## src/common/cpsl_pkg.sv

```systemverilog
// Shared constants and carrier types of the page-selecting configuration loader.
`default_nettype none
package cpsl_pkg;
	localparam int          PAGE_BITS     = 3;
	localparam int          PAGES         = 8;
	localparam int          ADDR_W        = 24;
	localparam int          FDATA_W       = 16;
	localparam int          CDATA_W       = 8;
	localparam logic [2:0]  DEFAULT_PAGE  = 3'h0;
	localparam logic [ADDR_W-1:0] OPT_BASE = 24'h000000;
	localparam logic [ADDR_W-1:0] OPT_STEP = 24'h000004;
	localparam logic [1:0]  OPT_WORDS     = 2'h3;
	localparam int          CLK_MHZ       = 40;
	localparam int          FLASH_ACC_NS  = 90;
	localparam int          FLASH_CYC     = (FLASH_ACC_NS * CLK_MHZ + 999) / 1000;
	localparam logic [3:0]  FLASH_WAIT    = 4'(FLASH_CYC);
	localparam logic [1:0]  MODE_PS1      = 2'h0;
	localparam logic [1:0]  MODE_PS2      = 2'h1;
	localparam logic [1:0]  MODE_PS4      = 2'h2;
	localparam logic [1:0]  MODE_PS8      = 2'h3;

	typedef struct packed {
		logic [ADDR_W-1:0] start;
		logic [ADDR_W-1:0] length;
	} cpsl_page_s;

	typedef struct packed {
		logic               valid;
		logic [CDATA_W-1:0] data;
	} cpsl_byte_s;
endpackage
`default_nettype wire

```

## src/hw/cpsl_expander.sv

```systemverilog
// Streaming expander: run-length decompression of flash words, or plain bypass.
`timescale 1ns/10ps
`default_nettype none
module cpsl_expander
(
	input  wire logic                         clk,      // System clock.
	input  wire logic                         rst_n,    // Asynchronous reset, active low.
	input  wire logic                         clear,    // Restart at a page boundary.
	input  wire logic                         compress, // Compression mode on.
	input  wire logic                         in_valid, // Flash word offered.
	input  wire logic [cpsl_pkg::FDATA_W-1:0] in_data,  // Flash word.
	output logic                              in_ready, // Word can be taken.
	output cpsl_pkg::cpsl_byte_s              out_byte, // Expanded byte.
	input  wire logic                         out_ready // Consumer takes the byte.
);
	// A word holds two bytes; in compressed form the high byte is a repeat count and the
	// low byte the value, so one 16-bit read can yield up to 256 output bytes.
	logic [cpsl_pkg::FDATA_W-1:0] word;
	logic [8:0]                   left;
	logic                         busy;
	logic                         emit;

	assign in_ready = !busy;
	assign emit     = busy && (!out_byte.valid || out_ready);

	always_ff @(posedge clk or negedge rst_n)
	begin
		if (!rst_n)
		begin
			word <= 16'h0000;
			left <= 9'h000;
			busy <= 1'b0;
		end
		else if (clear)
		begin
			busy <= 1'b0;
			left <= 9'h000;
		end
		else if (!busy && in_valid)
		begin
			word <= in_data;
			busy <= 1'b1;
			if (compress)
				left <= {1'b0, in_data[15:8]} + 9'h001;
			else
				left <= 9'h002;
		end
		else if (emit)
		begin
			if (left == 9'h001)
				busy <= 1'b0;
			left <= left - 9'h001;
			if (!compress)
				word <= {8'h00, word[15:8]};
		end
	end

	always_ff @(posedge clk or negedge rst_n)
	begin
		if (!rst_n)
			out_byte <= '0;
		else if (clear)
			out_byte <= '0;
		else if (emit)
		begin
			out_byte.valid <= 1'b1;
			out_byte.data  <= word[7:0];
		end
		else if (out_ready)
			out_byte.valid <= 1'b0;
	end
endmodule
`default_nettype wire

```

## src/hw/cpsl_loader.sv

```systemverilog
// Top of the page-selecting configuration loader: option bits, flash reads, FPGA output.
`timescale 1ns/10ps
`default_nettype none
module cpsl_loader
(
	input  wire logic                         CLK_SYS,       // 40 MHz clock.
	input  wire logic                         RST_N,         // Power-on reset, active low.
	input  wire logic                         RUN_GATE,      // Status/output-enable pin.
	input  wire logic [2:0]                   PAGE_SELECT,   // Page number pins.
	input  wire logic                         COMPRESS,      // Compression mode strap.
	input  wire logic                         PARALLEL,      // Byte-wide mode strap.
	input  wire logic [1:0]                   SERIAL_WIDTH,  // Concurrent serial lanes.
	output logic [cpsl_pkg::ADDR_W-1:0]       FLASH_ADDR,    // Flash address.
	output logic                              FLASH_CE_N,    // Flash chip enable, low.
	output logic                              FLASH_OE_N,    // Flash read enable, low.
	output logic                              FLASH_BUS_OE,  // Controller drives flash bus.
	input  wire logic [cpsl_pkg::FDATA_W-1:0] FLASH_DATA,    // Flash read data.
	output logic                              DCLK,          // Configuration clock out.
	output logic [cpsl_pkg::CDATA_W-1:0]      DATA,          // Configuration data out.
	output logic                              DONE_LOAD,     // Page fully delivered.
	output logic [2:0]                        ACTIVE_PAGE    // Page in use.
);
	typedef enum {ST_POR, ST_OPT, ST_IDLE, ST_READ, ST_WAIT, ST_DRAIN, ST_DONE} cpsl_state_e;

	cpsl_state_e          state;
	cpsl_pkg::cpsl_page_s table_q [cpsl_pkg::PAGES];
	logic [2:0]           opt_page;
	logic [1:0]           opt_word;
	logic [3:0]           wait_cnt;
	logic [2:0]           gate_sync;
	logic [8:0]           sel_sync;
	logic                 gate;
	logic                 gate_q;
	logic [2:0]           page_live;
	logic                 options_ok;
	logic [cpsl_pkg::ADDR_W-1:0] addr;
	logic [cpsl_pkg::ADDR_W-1:0] remain;
	logic                 word_valid;
	logic [15:0]          word_data;
	logic                 word_ready;
	cpsl_pkg::cpsl_byte_s exp_byte;
	logic                 byte_take;
	logic [7:0]           shreg;
	logic [3:0]           bits_left;
	logic                 phase;

	function automatic logic [3:0] lanes(input logic [1:0] w);
		case (w)
			cpsl_pkg::MODE_PS1: lanes = 4'h1;
			cpsl_pkg::MODE_PS2: lanes = 4'h2;
			cpsl_pkg::MODE_PS4: lanes = 4'h4;
			default:            lanes = 4'h8;
		endcase
	endfunction

	// Pins from the board pass three flops; a level counts once the last two agree.
	always_ff @(posedge CLK_SYS or negedge RST_N)
	begin
		if (!RST_N)
		begin
			gate_sync <= 3'h0;
			sel_sync  <= 9'h000;
			gate      <= 1'b0;
			page_live <= cpsl_pkg::DEFAULT_PAGE;
		end
		else
		begin
			gate_sync <= {gate_sync[1:0], RUN_GATE};
			sel_sync  <= {sel_sync[5:0], PAGE_SELECT};
			if (gate_sync[2] == gate_sync[1])
				gate <= gate_sync[2];
			if (sel_sync[8:6] == sel_sync[5:3])
				page_live <= sel_sync[8:6];
		end
	end

	always_ff @(posedge CLK_SYS or negedge RST_N)
	begin
		if (!RST_N)
			gate_q <= 1'b0;
		else
			gate_q <= gate;
	end

	// Flash fetch and page sequencing.
	always_ff @(posedge CLK_SYS or negedge RST_N)
	begin
		if (!RST_N)
		begin
			state      <= ST_POR;
			opt_page   <= 3'h0;
			opt_word   <= 2'h0;
			wait_cnt   <= 4'h0;
			options_ok <= 1'b0;
			addr       <= '0;
			remain     <= '0;
			word_valid <= 1'b0;
			word_data  <= 16'h0000;
			FLASH_ADDR <= '0;
			FLASH_CE_N <= 1'b1;
			FLASH_OE_N <= 1'b1;
			FLASH_BUS_OE <= 1'b0;
			DONE_LOAD  <= 1'b0;
			ACTIVE_PAGE <= cpsl_pkg::DEFAULT_PAGE;
		end
		else if (!gate && options_ok)
		begin
			state        <= ST_IDLE;
			FLASH_CE_N   <= 1'b1;
			FLASH_OE_N   <= 1'b1;
			FLASH_BUS_OE <= 1'b0;
			word_valid   <= 1'b0;
			DONE_LOAD    <= 1'b0;
		end
		else
		begin
			if (word_valid && word_ready)
				word_valid <= 1'b0;
			case (state)
				ST_POR:
				begin
					FLASH_ADDR   <= cpsl_pkg::OPT_BASE;
					FLASH_CE_N   <= 1'b0;
					FLASH_OE_N   <= 1'b0;
					FLASH_BUS_OE <= 1'b1;
					wait_cnt     <= cpsl_pkg::FLASH_WAIT;
					state        <= ST_OPT;
				end
				ST_OPT:
				begin
					if (wait_cnt != 4'h0)
						wait_cnt <= wait_cnt - 4'h1;
					else
					begin
						case (opt_word)
							2'h0: table_q[opt_page].start[23:16]  <= FLASH_DATA[7:0];
							2'h1: table_q[opt_page].start[15:0]   <= FLASH_DATA;
							2'h2: table_q[opt_page].length[23:16] <= FLASH_DATA[7:0];
							default: table_q[opt_page].length[15:0] <= FLASH_DATA;
						endcase
						FLASH_ADDR <= FLASH_ADDR + 24'h000001;
						wait_cnt   <= cpsl_pkg::FLASH_WAIT;
						opt_word   <= opt_word + 2'h1;
						if (opt_word == cpsl_pkg::OPT_WORDS)
						begin
							opt_page <= opt_page + 3'h1;
							if (opt_page == 3'(cpsl_pkg::PAGES - 1))
							begin
								options_ok   <= 1'b1;
								FLASH_CE_N   <= 1'b1;
								FLASH_OE_N   <= 1'b1;
								FLASH_BUS_OE <= 1'b0;
								state        <= ST_IDLE;
							end
						end
					end
				end
				ST_IDLE:
				begin
					if (gate && !gate_q)
					begin
						ACTIVE_PAGE <= page_live;
						addr        <= table_q[page_live].start;
						remain      <= table_q[page_live].length;
						state       <= ST_READ;
					end
				end
				ST_READ:
				begin
					if (remain == '0)
						state <= ST_DRAIN;
					else if (!word_valid)
					begin
						FLASH_ADDR   <= addr;
						FLASH_CE_N   <= 1'b0;
						FLASH_OE_N   <= 1'b0;
						FLASH_BUS_OE <= 1'b1;
						wait_cnt     <= cpsl_pkg::FLASH_WAIT;
						state        <= ST_WAIT;
					end
				end
				ST_WAIT:
				begin
					if (wait_cnt != 4'h0)
						wait_cnt <= wait_cnt - 4'h1;
					else
					begin
						word_data  <= FLASH_DATA;
						word_valid <= 1'b1;
						addr       <= addr + 24'h000001;
						remain     <= remain - 24'h000001;
						state      <= ST_READ;
					end
				end
				ST_DRAIN:
				begin
					FLASH_CE_N   <= 1'b1;
					FLASH_OE_N   <= 1'b1;
					FLASH_BUS_OE <= 1'b0;
					if (!word_valid && word_ready && !exp_byte.valid && bits_left == 4'h0)
						state <= ST_DONE;
				end
				default:
					DONE_LOAD <= 1'b1;
			endcase
		end
	end

	cpsl_expander u_expander
	(
		.clk       (CLK_SYS),
		.rst_n     (RST_N),
		.clear     (state == ST_IDLE),
		.compress  (COMPRESS),
		.in_valid  (word_valid),
		.in_data   (word_data),
		.in_ready  (word_ready),
		.out_byte  (exp_byte),
		.out_ready (byte_take)
	);

	// Output serialiser: DCLK runs at half the system rate within a byte, plus one low cycle to load each byte; data changes only while it is low.
	assign byte_take = (bits_left == 4'h0) && !phase;

	always_ff @(posedge CLK_SYS or negedge RST_N)
	begin
		if (!RST_N)
		begin
			phase     <= 1'b0;
			shreg     <= 8'h00;
			bits_left <= 4'h0;
			DCLK      <= 1'b0;
			DATA      <= 8'h00;
		end
		else if (!gate)
		begin
			phase     <= 1'b0;
			bits_left <= 4'h0;
			DCLK      <= 1'b0;
			DATA      <= 8'h00;
		end
		else if (!phase)
		begin
			if (bits_left != 4'h0)
			begin
				phase <= 1'b1;
				DCLK  <= 1'b1;
			end
			else if (exp_byte.valid)
			begin
				if (PARALLEL)
				begin
					DATA      <= exp_byte.data;
					bits_left <= 4'h1;
				end
				else
				begin
					DATA      <= exp_byte.data & ~(8'hff << lanes(SERIAL_WIDTH));
					shreg     <= exp_byte.data;
					bits_left <= 4'h8;
				end
			end
		end
		else
		begin
			phase     <= 1'b0;
			DCLK      <= 1'b0;
			bits_left <= bits_left - (PARALLEL ? 4'h1 : lanes(SERIAL_WIDTH));
			if (!PARALLEL && bits_left > lanes(SERIAL_WIDTH))
			begin
				// Concurrent serial lanes each carry one bit; unused lanes drive low.
				shreg <= shreg >> lanes(SERIAL_WIDTH);
				DATA  <= (shreg >> lanes(SERIAL_WIDTH)) & ~(8'hff << lanes(SERIAL_WIDTH));
			end
		end
	end
endmodule
`default_nettype wire

```

## config.mk

```make
export PLATFORM = sky130hd
export DESIGN_NAME = cpsl_loader
export DESIGN_NICKNAME = d
export VERILOG_FILES = /design/src/common/cpsl_pkg.sv /design/src/hw/cpsl_expander.sv /design/src/hw/cpsl_loader.sv
export SDC_FILE = /design/constraint.sdc
export NUM_CORES = 1
export LEC_CHECK = 0
export ABC_AREA = 1
export BUFFER_PORTS_ARGS = -buffer_cell sky130_fd_sc_hd__buf_2
export CAP_MARGIN = 20
export CORE_MARGIN = 10
export CORE_UTILIZATION = 60
export CTS_CLUSTER_DIAMETER = 150
export DETAILED_ROUTE_END_ITERATION = 8
export GPL_ROUTABILITY_DRIVEN = 0
export PLACE_DENSITY_LB_ADDON = 0.08
export SLEW_MARGIN = 10
export SYNTH_ARGS = -nofsm -noshare
export SYNTH_HDL_FRONTEND = slang
export SYNTH_SLANG_ARGS = --single-unit
```

## constraint.sdc

```tcl
create_clock -name CLK_SYS -period 2.7 [get_ports CLK_SYS]
set_input_delay 0.54 -clock CLK_SYS [delete_from_list [all_inputs] [get_ports CLK_SYS]]
set_output_delay 0.54 -clock CLK_SYS [all_outputs]
set_load 0.02 [all_outputs]
```

==> summary.md, run 1 <==
| Metric | Value |
|---|---|
| Initial antenna violation count | 0 |
| Critical Path RT | 3.01 ns |
| H-Tree Depth | 2 |
| Setup Viol. Count Final | 0 |
| Tot Pwr | 20900 uW |
| Fillers | 3329 |
| Sw power | 6190 uW |
| Largest net degree at the start of global routing | 131 |
| Area contributors post-synth | edfxtp_1 (44%), dfrtp_1 (17%), nand2_1 (9.3%), nor2_1 (6.0%), o21ai_0 (5.1%) |
| CTS tree | done |
| Post-synth EDFFs | 384 |
| Hold Path Class | primary input to register |
| RSZ-0062 raised after global routing | no |
| FF-to-FF Start | wait_cnt[0] |
| Post-layout min period | 2.37 ns |
| Max Buffers Root-to-Sink | 3 |
| Clock power frac | 36.0% |
| Main synth FF type | edfxtp_1 |
| Die H | 228 um |
| Comb power frac | 18.1% |
| Rows | 76 |
| VDD IR max | 0.000636 V |
| Critical path class | register to register |
| Slew Limit Fails | 0 |
| WL/cell | 19.7 um |
| # IOs | 66 |
| Setup bufs post-CTS | 0 |
| Status | finished clean |
| Mean area per synthesized cell | 9.64 um^2 |
| Pint | 14700 uW |
| Max FO, Critical Path | 16 |
| Vias in the first global route | 18.5k |
| Detailed Place HPWL | 43400 um |
| Hold depth | 1 |
| Worst R2R Setup Slack | 0.33 ns |
| Fraction of layout cells with a size suffix above 1 | 9.93% |
| Synth Cell Area | 25900 um^2 |
| 1st-iter DRT viols | 2367 |
| Post-layout util | 67.2% |
| CP arrival | 2.69 ns |
| Clk_lat worst skew | 0.64 ns |
| Global-route wire length before repair | 104000 um |
| Asr flop ratio synth | 32.0% |
| Core area | 42900 um^2 |
| Vias/cell | 5.80 |
| Post-DP Area | 27000 um^2 |
| Multi-input gate area | 8610 um^2 |
| Die X | 228 um |
| Seq cells post-synth | 565 |
| Cell Pwr Density | 724 nW/um^2 |
| Area leader, netlist | edfxtp_1 |
| Post-synth cell types | 46 |
| CP Capture Type | register |
| Worst path most repeated cell | nor2_4 |
| Cts bufs inserted | 56 |
| Clock slew seen by the registers of the worst setup and hold paths | 0.06 ns |
| Drt first pass iters | 8 |
| Max-slew headroom | 40.9% |
| Post-Syn Nets | 2739 |
| Fin area | 28800 um^2 |
| Crit-path cells | inv_1 > ha_1 > nand2_1 > nor2_4 > inv_2 > nor2_4 > nand2_2 > nor2_1 > buf_4 |
| Hold_sp | PAGE_SELECT[2] |
| Area Growth Syn to Fin | 11.1% |
| Starting density of the core | 60.5% |
| GR Overflow Total | 0 |
| Port buffer count | 65 |
| All-Layer GR Usage | 25.2% |
| Switching Fraction | 29.7% |
| Min-Delay Endpoint | sel_sync[2] |
| R2R cell count | 9 |
| P_leak | 0.0118 uW |
| Min Hold Slack | 0.0334 ns |
| Clock sink count | 565 |
| Cts repair resizes | 0 |
| Worst stage delay on the critical path | 0.40 ns |
| Slowest cell on the critical path | dfrtp_1 |
| Setup TNS | 0 ns |
| R2r endpoint | table_q[0][14] |
| Post-synth top area share | 44.5% |
| Register area | 16100 um^2 |
| YS warnings | 0 |
| Nets | 2813 |
| Worst Tran Pin Value | 0.887 ns |
| Period utilization | 87.8% |
| Type of element launching the critical path | register |
| Die area | 51900 um^2 |
| ANT nets after route | 0 |
| Gate Count Post-Synth | 2692 |
| Total wire length | 66900 um |
| # diodes | 0 |
| Register area share after synthesis | 61.9% |
| Max Clock Freq | 0.422 GHz |
| Vias | 19.7k |
| Fin. Hold Viols | 0 |
| Skew final | 0.0391 ns |
| DRC Markers | 0 |
| Sequential share of power | 45.9% |
| Root Driver | clkbuf_16 |
| Max Cap Viol | 0 |
how the worst max path moves through the flow:
stage                               start              to  depth (start not counted)
after floorplan                  state[1]   table_q[0][0]                          9
after global placement    SERIAL_WIDTH[1]         DATA[3]                         12
after detailed placement  SERIAL_WIDTH[1]         DATA[2]                         12
after CTS                     wait_cnt[0]   table_q[0][3]                          9
after global routing          wait_cnt[0]   table_q[4][7]                          9
final                         wait_cnt[0]  table_q[0][14]                          9
stage by stage:
stage | instances | setup WS [ns]
2_1_floorplan | 2692 | 0.339
3_3_place_gp | 3290 | 0.283
3_5_place_dp | 3290 | 0.163
4_1_cts | 3394 | 0.344
5_1_grt | 3394 | 0.164
6_report | 3394 | 0.329
routing by layer:
layer  track usage (%)  routed length [um]  vias up
met3              5.00                5600      111
met5                 0                   0        -
met1              35.2               28600     9470
met4              5.85                1250        0
met2              40.1               31500      843
li1                  -                   -     9258
synthesized netlist by cell type (2+ instances only):
master	n
nand2_1	643
nor2_1	418
edfxtp_1	384
o21ai_0	264
nand3_1	195
dfrtp_1	180
inv_1	164
o211ai_1	63
a21oi_1	62
clkbuf_1	47
buf_2	46
nand4_1	27
o22ai_1	23
ha_1	20
xor2_1	18
buf_4	13
mux2_2	13
inv_2	11
nand2_2	9
o21bai_1	9
buf_1	8
nor2_2	8
buf_6	7
nor2_4	7
xnor2_1	7
o21ai_1	6
nand3b_1	5
nand2_4	4
nor3_1	4
a21oi_2	3
a22oi_1	3
a31oi_1	2
nand3_2	2
o21a_1	2
o21ai_2	2
o221ai_1	2
or2_2	2
layout make-up:
cell class | count | share of cell area, %
Clock inverter | 30 | 0.938
Inverter | 175 | 2.29
Timing Repair Buffer | 137 | 3.45
Clock buffer | 71 | 5.17
Multi-Input combinational cell | 1831 | 29.9
Sequential cell | 565 | 55.8
Tap cell | 585 | 2.54
power by group through the flow:
| stage | Clock (uW) | Sequential (uW) | Combinational, uW |
|---|---|---|---|
| after floorplan | 0 | 9650 | 2390 |
| after global placement | 0 | 9750 | 3650 |
| after detailed placement | 0 | 9750 | 3700 |
| after CTS | 7610 | 9570 | 3730 |
| after global routing | 7980 | 9590 | 4150 |
| final | 7500 | 9580 | 3780 |
state kept, by name (all words and copies together), names as in the netlist, 4 cells and up:
register / count
DATA: 8
FLASH_ADDR: 24
addr: 24
bits_left: 4
remain: 24
sel_sync: 9
shreg: 7
table_q: 384
u_expander.left: 9
u_expander.out_byte: 9
u_expander.word: 16
wait_cnt: 4
word_data: 16
placed cells by master (no fill, tap or decap), types with 3 or more instances in the layout:
cell,count
o22ai_1,23
nand3b_1,5
nand2_4,4
a21oi_2,3
a21oi_1,62
buf_2,64
nand2_1,643
edfxtp_1,384
o21ai_1,6
a22oi_1,3
nand3_1,195
nor2_4,7
ha_1,20
xor2_1,18
nand4_1,27
o211ai_1,63
mux2_2,13
clkinv_1,11
dlygate4sd3_1,3
inv_2,11
nor2_1,418
xnor2_1,7
nor3_1,4
nor2_2,8
clkinv_2,12
buf_12,9
o21ai_0,264
dfrtp_1,177
bufinv_16,3
clkbuf_1,13
inv_1,162
clkinvlp_4,3
nand2_2,9
o21bai_1,9
clkbuf_16,57
buf_4,60
kinds of logic after synthesis:
kind of cell	count (synthesis)	share of synthesized area, %
AND/OR/NAND/NOR	1327	21.1
XOR/XNOR	25	0.844
flip-flops	565	61.9
adder cells (fa/ha/maj)	22	1.08
multiplexers	13	0.564
AO/OA/AOI/OAI	444	9.57
buffers and inverters	296	4.90
timing repair:
item,in CTS,in global routing
hold buffers,3,0
endpoints found under the hold margin,7,0
endpoints found under the setup margin,0,0
worst max-delay path: cells and delay by family, from the launching register on:
kind | cells | cell delay (ns)
fa+ha+maj | 1 | 0.18
buf+inv | 3 | 0.44
flops | 1 | 0.40
simple gates | 5 | 1.04
Note: power is estimated with default switching activity, not from simulation.
==> inputs of run 2 (changes only) <==
PLACE_DENSITY = 0.77   (was default)
PLACE_DENSITY_LB_ADDON = default   (was 0.08)
==> summary.md, run 2 (synthesis gave the netlist of run 1 again) <==
| Metric | Value |
|---|---|
| Most common cell after layout, fill and taps aside | nand2_1 |
| Sequential share of power | 44.9% (-1.0 points) |
| Grt met2 use | 40.1% (about the same) |
| Pre-CTS setup slack | 0.179 ns (+0.0158 ns) |
| Skew final | 0.0274 ns (-0.0116 ns) |
| Max-slew headroom | 40.6% (-0.28 points) |
| Worst path most repeated cell | nor2_4 |
| DRC Markers | 0 (unchanged) |
| Slew Limit Fails | 0 (unchanged) |
| # IOs | 66 (unchanged) |
| Cts repair resizes | 0 (unchanged) |
| Worst Tran Pin Value | 0.891 ns (+0.00422 ns) |
| Fillers | 3184 (-4.4%) |
| VDD IR max | 0.000569 V (-11%) |
| Critical path class | register to register |
| Die X | 228 um (unchanged) |
| Comb power frac | 17.9% (-0.2 points) |
| GR peak layer | met2 |
| Cts bufs inserted | 57 (+1.8%) |
| Status | finished clean |
| Clk_lat worst skew | 0.62 ns (-0.02 ns) |
| Rows | 76 (unchanged) |
| 1st-iter DRT viols | 2756 (+16%) |
| Clock slew seen by the registers of the worst setup and hold paths | 0.06 ns (about the same) |
| Post-layout util | 67.4% (+0.19 points) |
| Clock power frac | 37.3% (+1.3 points) |
| Slowest cell on the critical path | dfrtp_1 |
| Setup TNS | 0 ns (unchanged) |
| Crit-path cells | inv_1 > ha_1 > nand2_1 > nor2_4 > inv_2 > nor2_4 > nand2_2 > nor2_1 > buf_4 |
| Global-route wire length before repair | 105000 um (+0.77%) |
| Die H | 228 um (unchanged) |
| Most frequent cells in the layout | nand2_1 (643), nor2_1 (418), edfxtp_1 (384) |
| Max Buffers Root-to-Sink | 3 (unchanged) |
| Sw power | 6150 uW (-0.57%) |
| Vias | 20.0k (+1.6%) |
| Hold Path Class | primary input to register |
| Max Cap Viol | 0 (unchanged) |
| Worst setup margin | 0.338 ns (+0.00894 ns) |
| Max reg flops | 384 (unchanged) |
| GR Overflow Total | 0 (unchanged) |
| RSZ-0062 raised after global routing | no |
| Type of element launching the critical path | register |
| Core area | 42900 um^2 (unchanged) |
| Switching Fraction | 28.8% (-0.85 points) |
| Worst stage delay on the critical path | 0.41 ns (about the same) |
| ANT nets after route | 0 (unchanged) |
| Fraction of layout cells with a size suffix above 1 | 9.96% (+0.025 points) |
| Vias/cell | 5.91 (+1.9%) |
| Nets | 2804 (-0.32%) |
| Multi-input gate area | 8610 um^2 (unchanged) |
| Fin. Hold Viols | 0 (unchanged) |
| Max FO, Critical Path | 16 (unchanged) |
| Pint | 15200 uW (+3.6%) |
| P_leak | 0.0118 uW (+0.41%) |
| # diodes | 0 (unchanged) |
| All-Layer GR Usage | 25.1% (-0.056 points) |
| Vias in the first global route | 19.0k (+2.6%) |
| CTS tree | done |
| Starting density of the core | 60.5% (unchanged) |
| H-Tree Depth | 2 (unchanged) |
| CP delay by family, top | simple AND/OR/NAND/NOR gates |
| Max Clock Freq | 0.423 GHz (+0.38%) |
| Cell Pwr Density | 739 nW/um^2 (+2.1%) |
| Routing usage on met1 | 34.6% (-0.64 points) |
| Period utilization | 87.5% (-0.33 points) |
| Area Growth Syn to Fin | 11.4% |
| Drt first pass iters | 6 (-2) |
| Detailed Place HPWL | 42400 um (-2.2%) |
| Buf/Inv on CP | 3 (unchanged) |
| Setup Viol. Count Final | 0 (unchanged) |
| Post-layout min period | 2.36 ns (-0.00894 ns) |
| Total wire length | 66600 um (-0.48%) |
| Root Driver | clkbuf_16 |
| Port buffer count | 65 (unchanged) |
| Critical Path RT | 3.00 ns (about the same) |
| CP Capture Type | register |
| CP arrival | 2.66 ns (-0.03 ns) |
| Met3 usage | 4.77% (-0.24 points) |
| Largest net degree at the start of global routing | 156 (+19%) |
| WL/cell | 19.7 um (-0.28%) |
| Register area | 16100 um^2 (unchanged) |
| Initial antenna violation count | 1 (+1) |
| Die area | 51900 um^2 (unchanged) |
| Clock sink count | 565 (unchanged) |
## run 2: through the flow
step	total power [uW]	instances	hold slack, ns	cell area (um^2)
after global routing	22200	3387	0.0163	28900
after global placement	13400	3282	0.332	27000
after detailed placement	13400	3282	0.344	27000
final	21400	3387	0.0375	28900
after CTS	21400	3387	0.0122	28900
after floorplan	12000	2692	0.244	25900
## run 2: per-layer routing
layer  routed length (um)  up-vias
met5                   13        -
met4                 1820        2
met1                26800     9516
li1                     -     9237
met2                31100     1096
met3                 6850      154
## run 2: worst paths after layout
kind                       depth (start not counted)      startpoint             end  slack (ns)
setup / recovery                                   9     wait_cnt[0]  table_q[5][15]        0.34
hold / removal                                     1  PAGE_SELECT[2]     sel_sync[2]        0.04
setup reg to reg                                   9     wait_cnt[0]  table_q[5][15]        0.34
hold reg to reg                                    0     sel_sync[2]     sel_sync[5]        0.35
max in group asynchronous                          3           RST_N    page_live[0]        1.19
min in group asynchronous                          2           RST_N     opt_word[0]        0.33
## run 2: layout make-up
type / instances / share of cell area (%)
sequential: 565 / 55.6
multi-input combinational: 1831 / 29.8
clock buffer: 68 / 5.19
timing repair buffer: 127 / 3.29
tap: 585 / 2.53
inverter: 175 / 2.28
clock inverter: 36 / 1.32
## run 2: power groups by stage
| stage | registers [uW] | logic (uW) | clock network [uW] |
|---|---|---|---|
| floorplan | 9650 | 2390 | 0 |
| global placement | 9740 | 3630 | 0 |
| detailed placement | 9750 | 3700 | 0 |
| CTS | 9570 | 3740 | 8040 |
| global route | 9590 | 4190 | 8390 |
| finish | 9580 | 3820 | 7960 |
## run 2: timing repair
action                     CTS  global route
setup buffers                0             0
hold endpoints to repair     5             0
hold buffers                 1             0
setup endpoints to repair    0             0
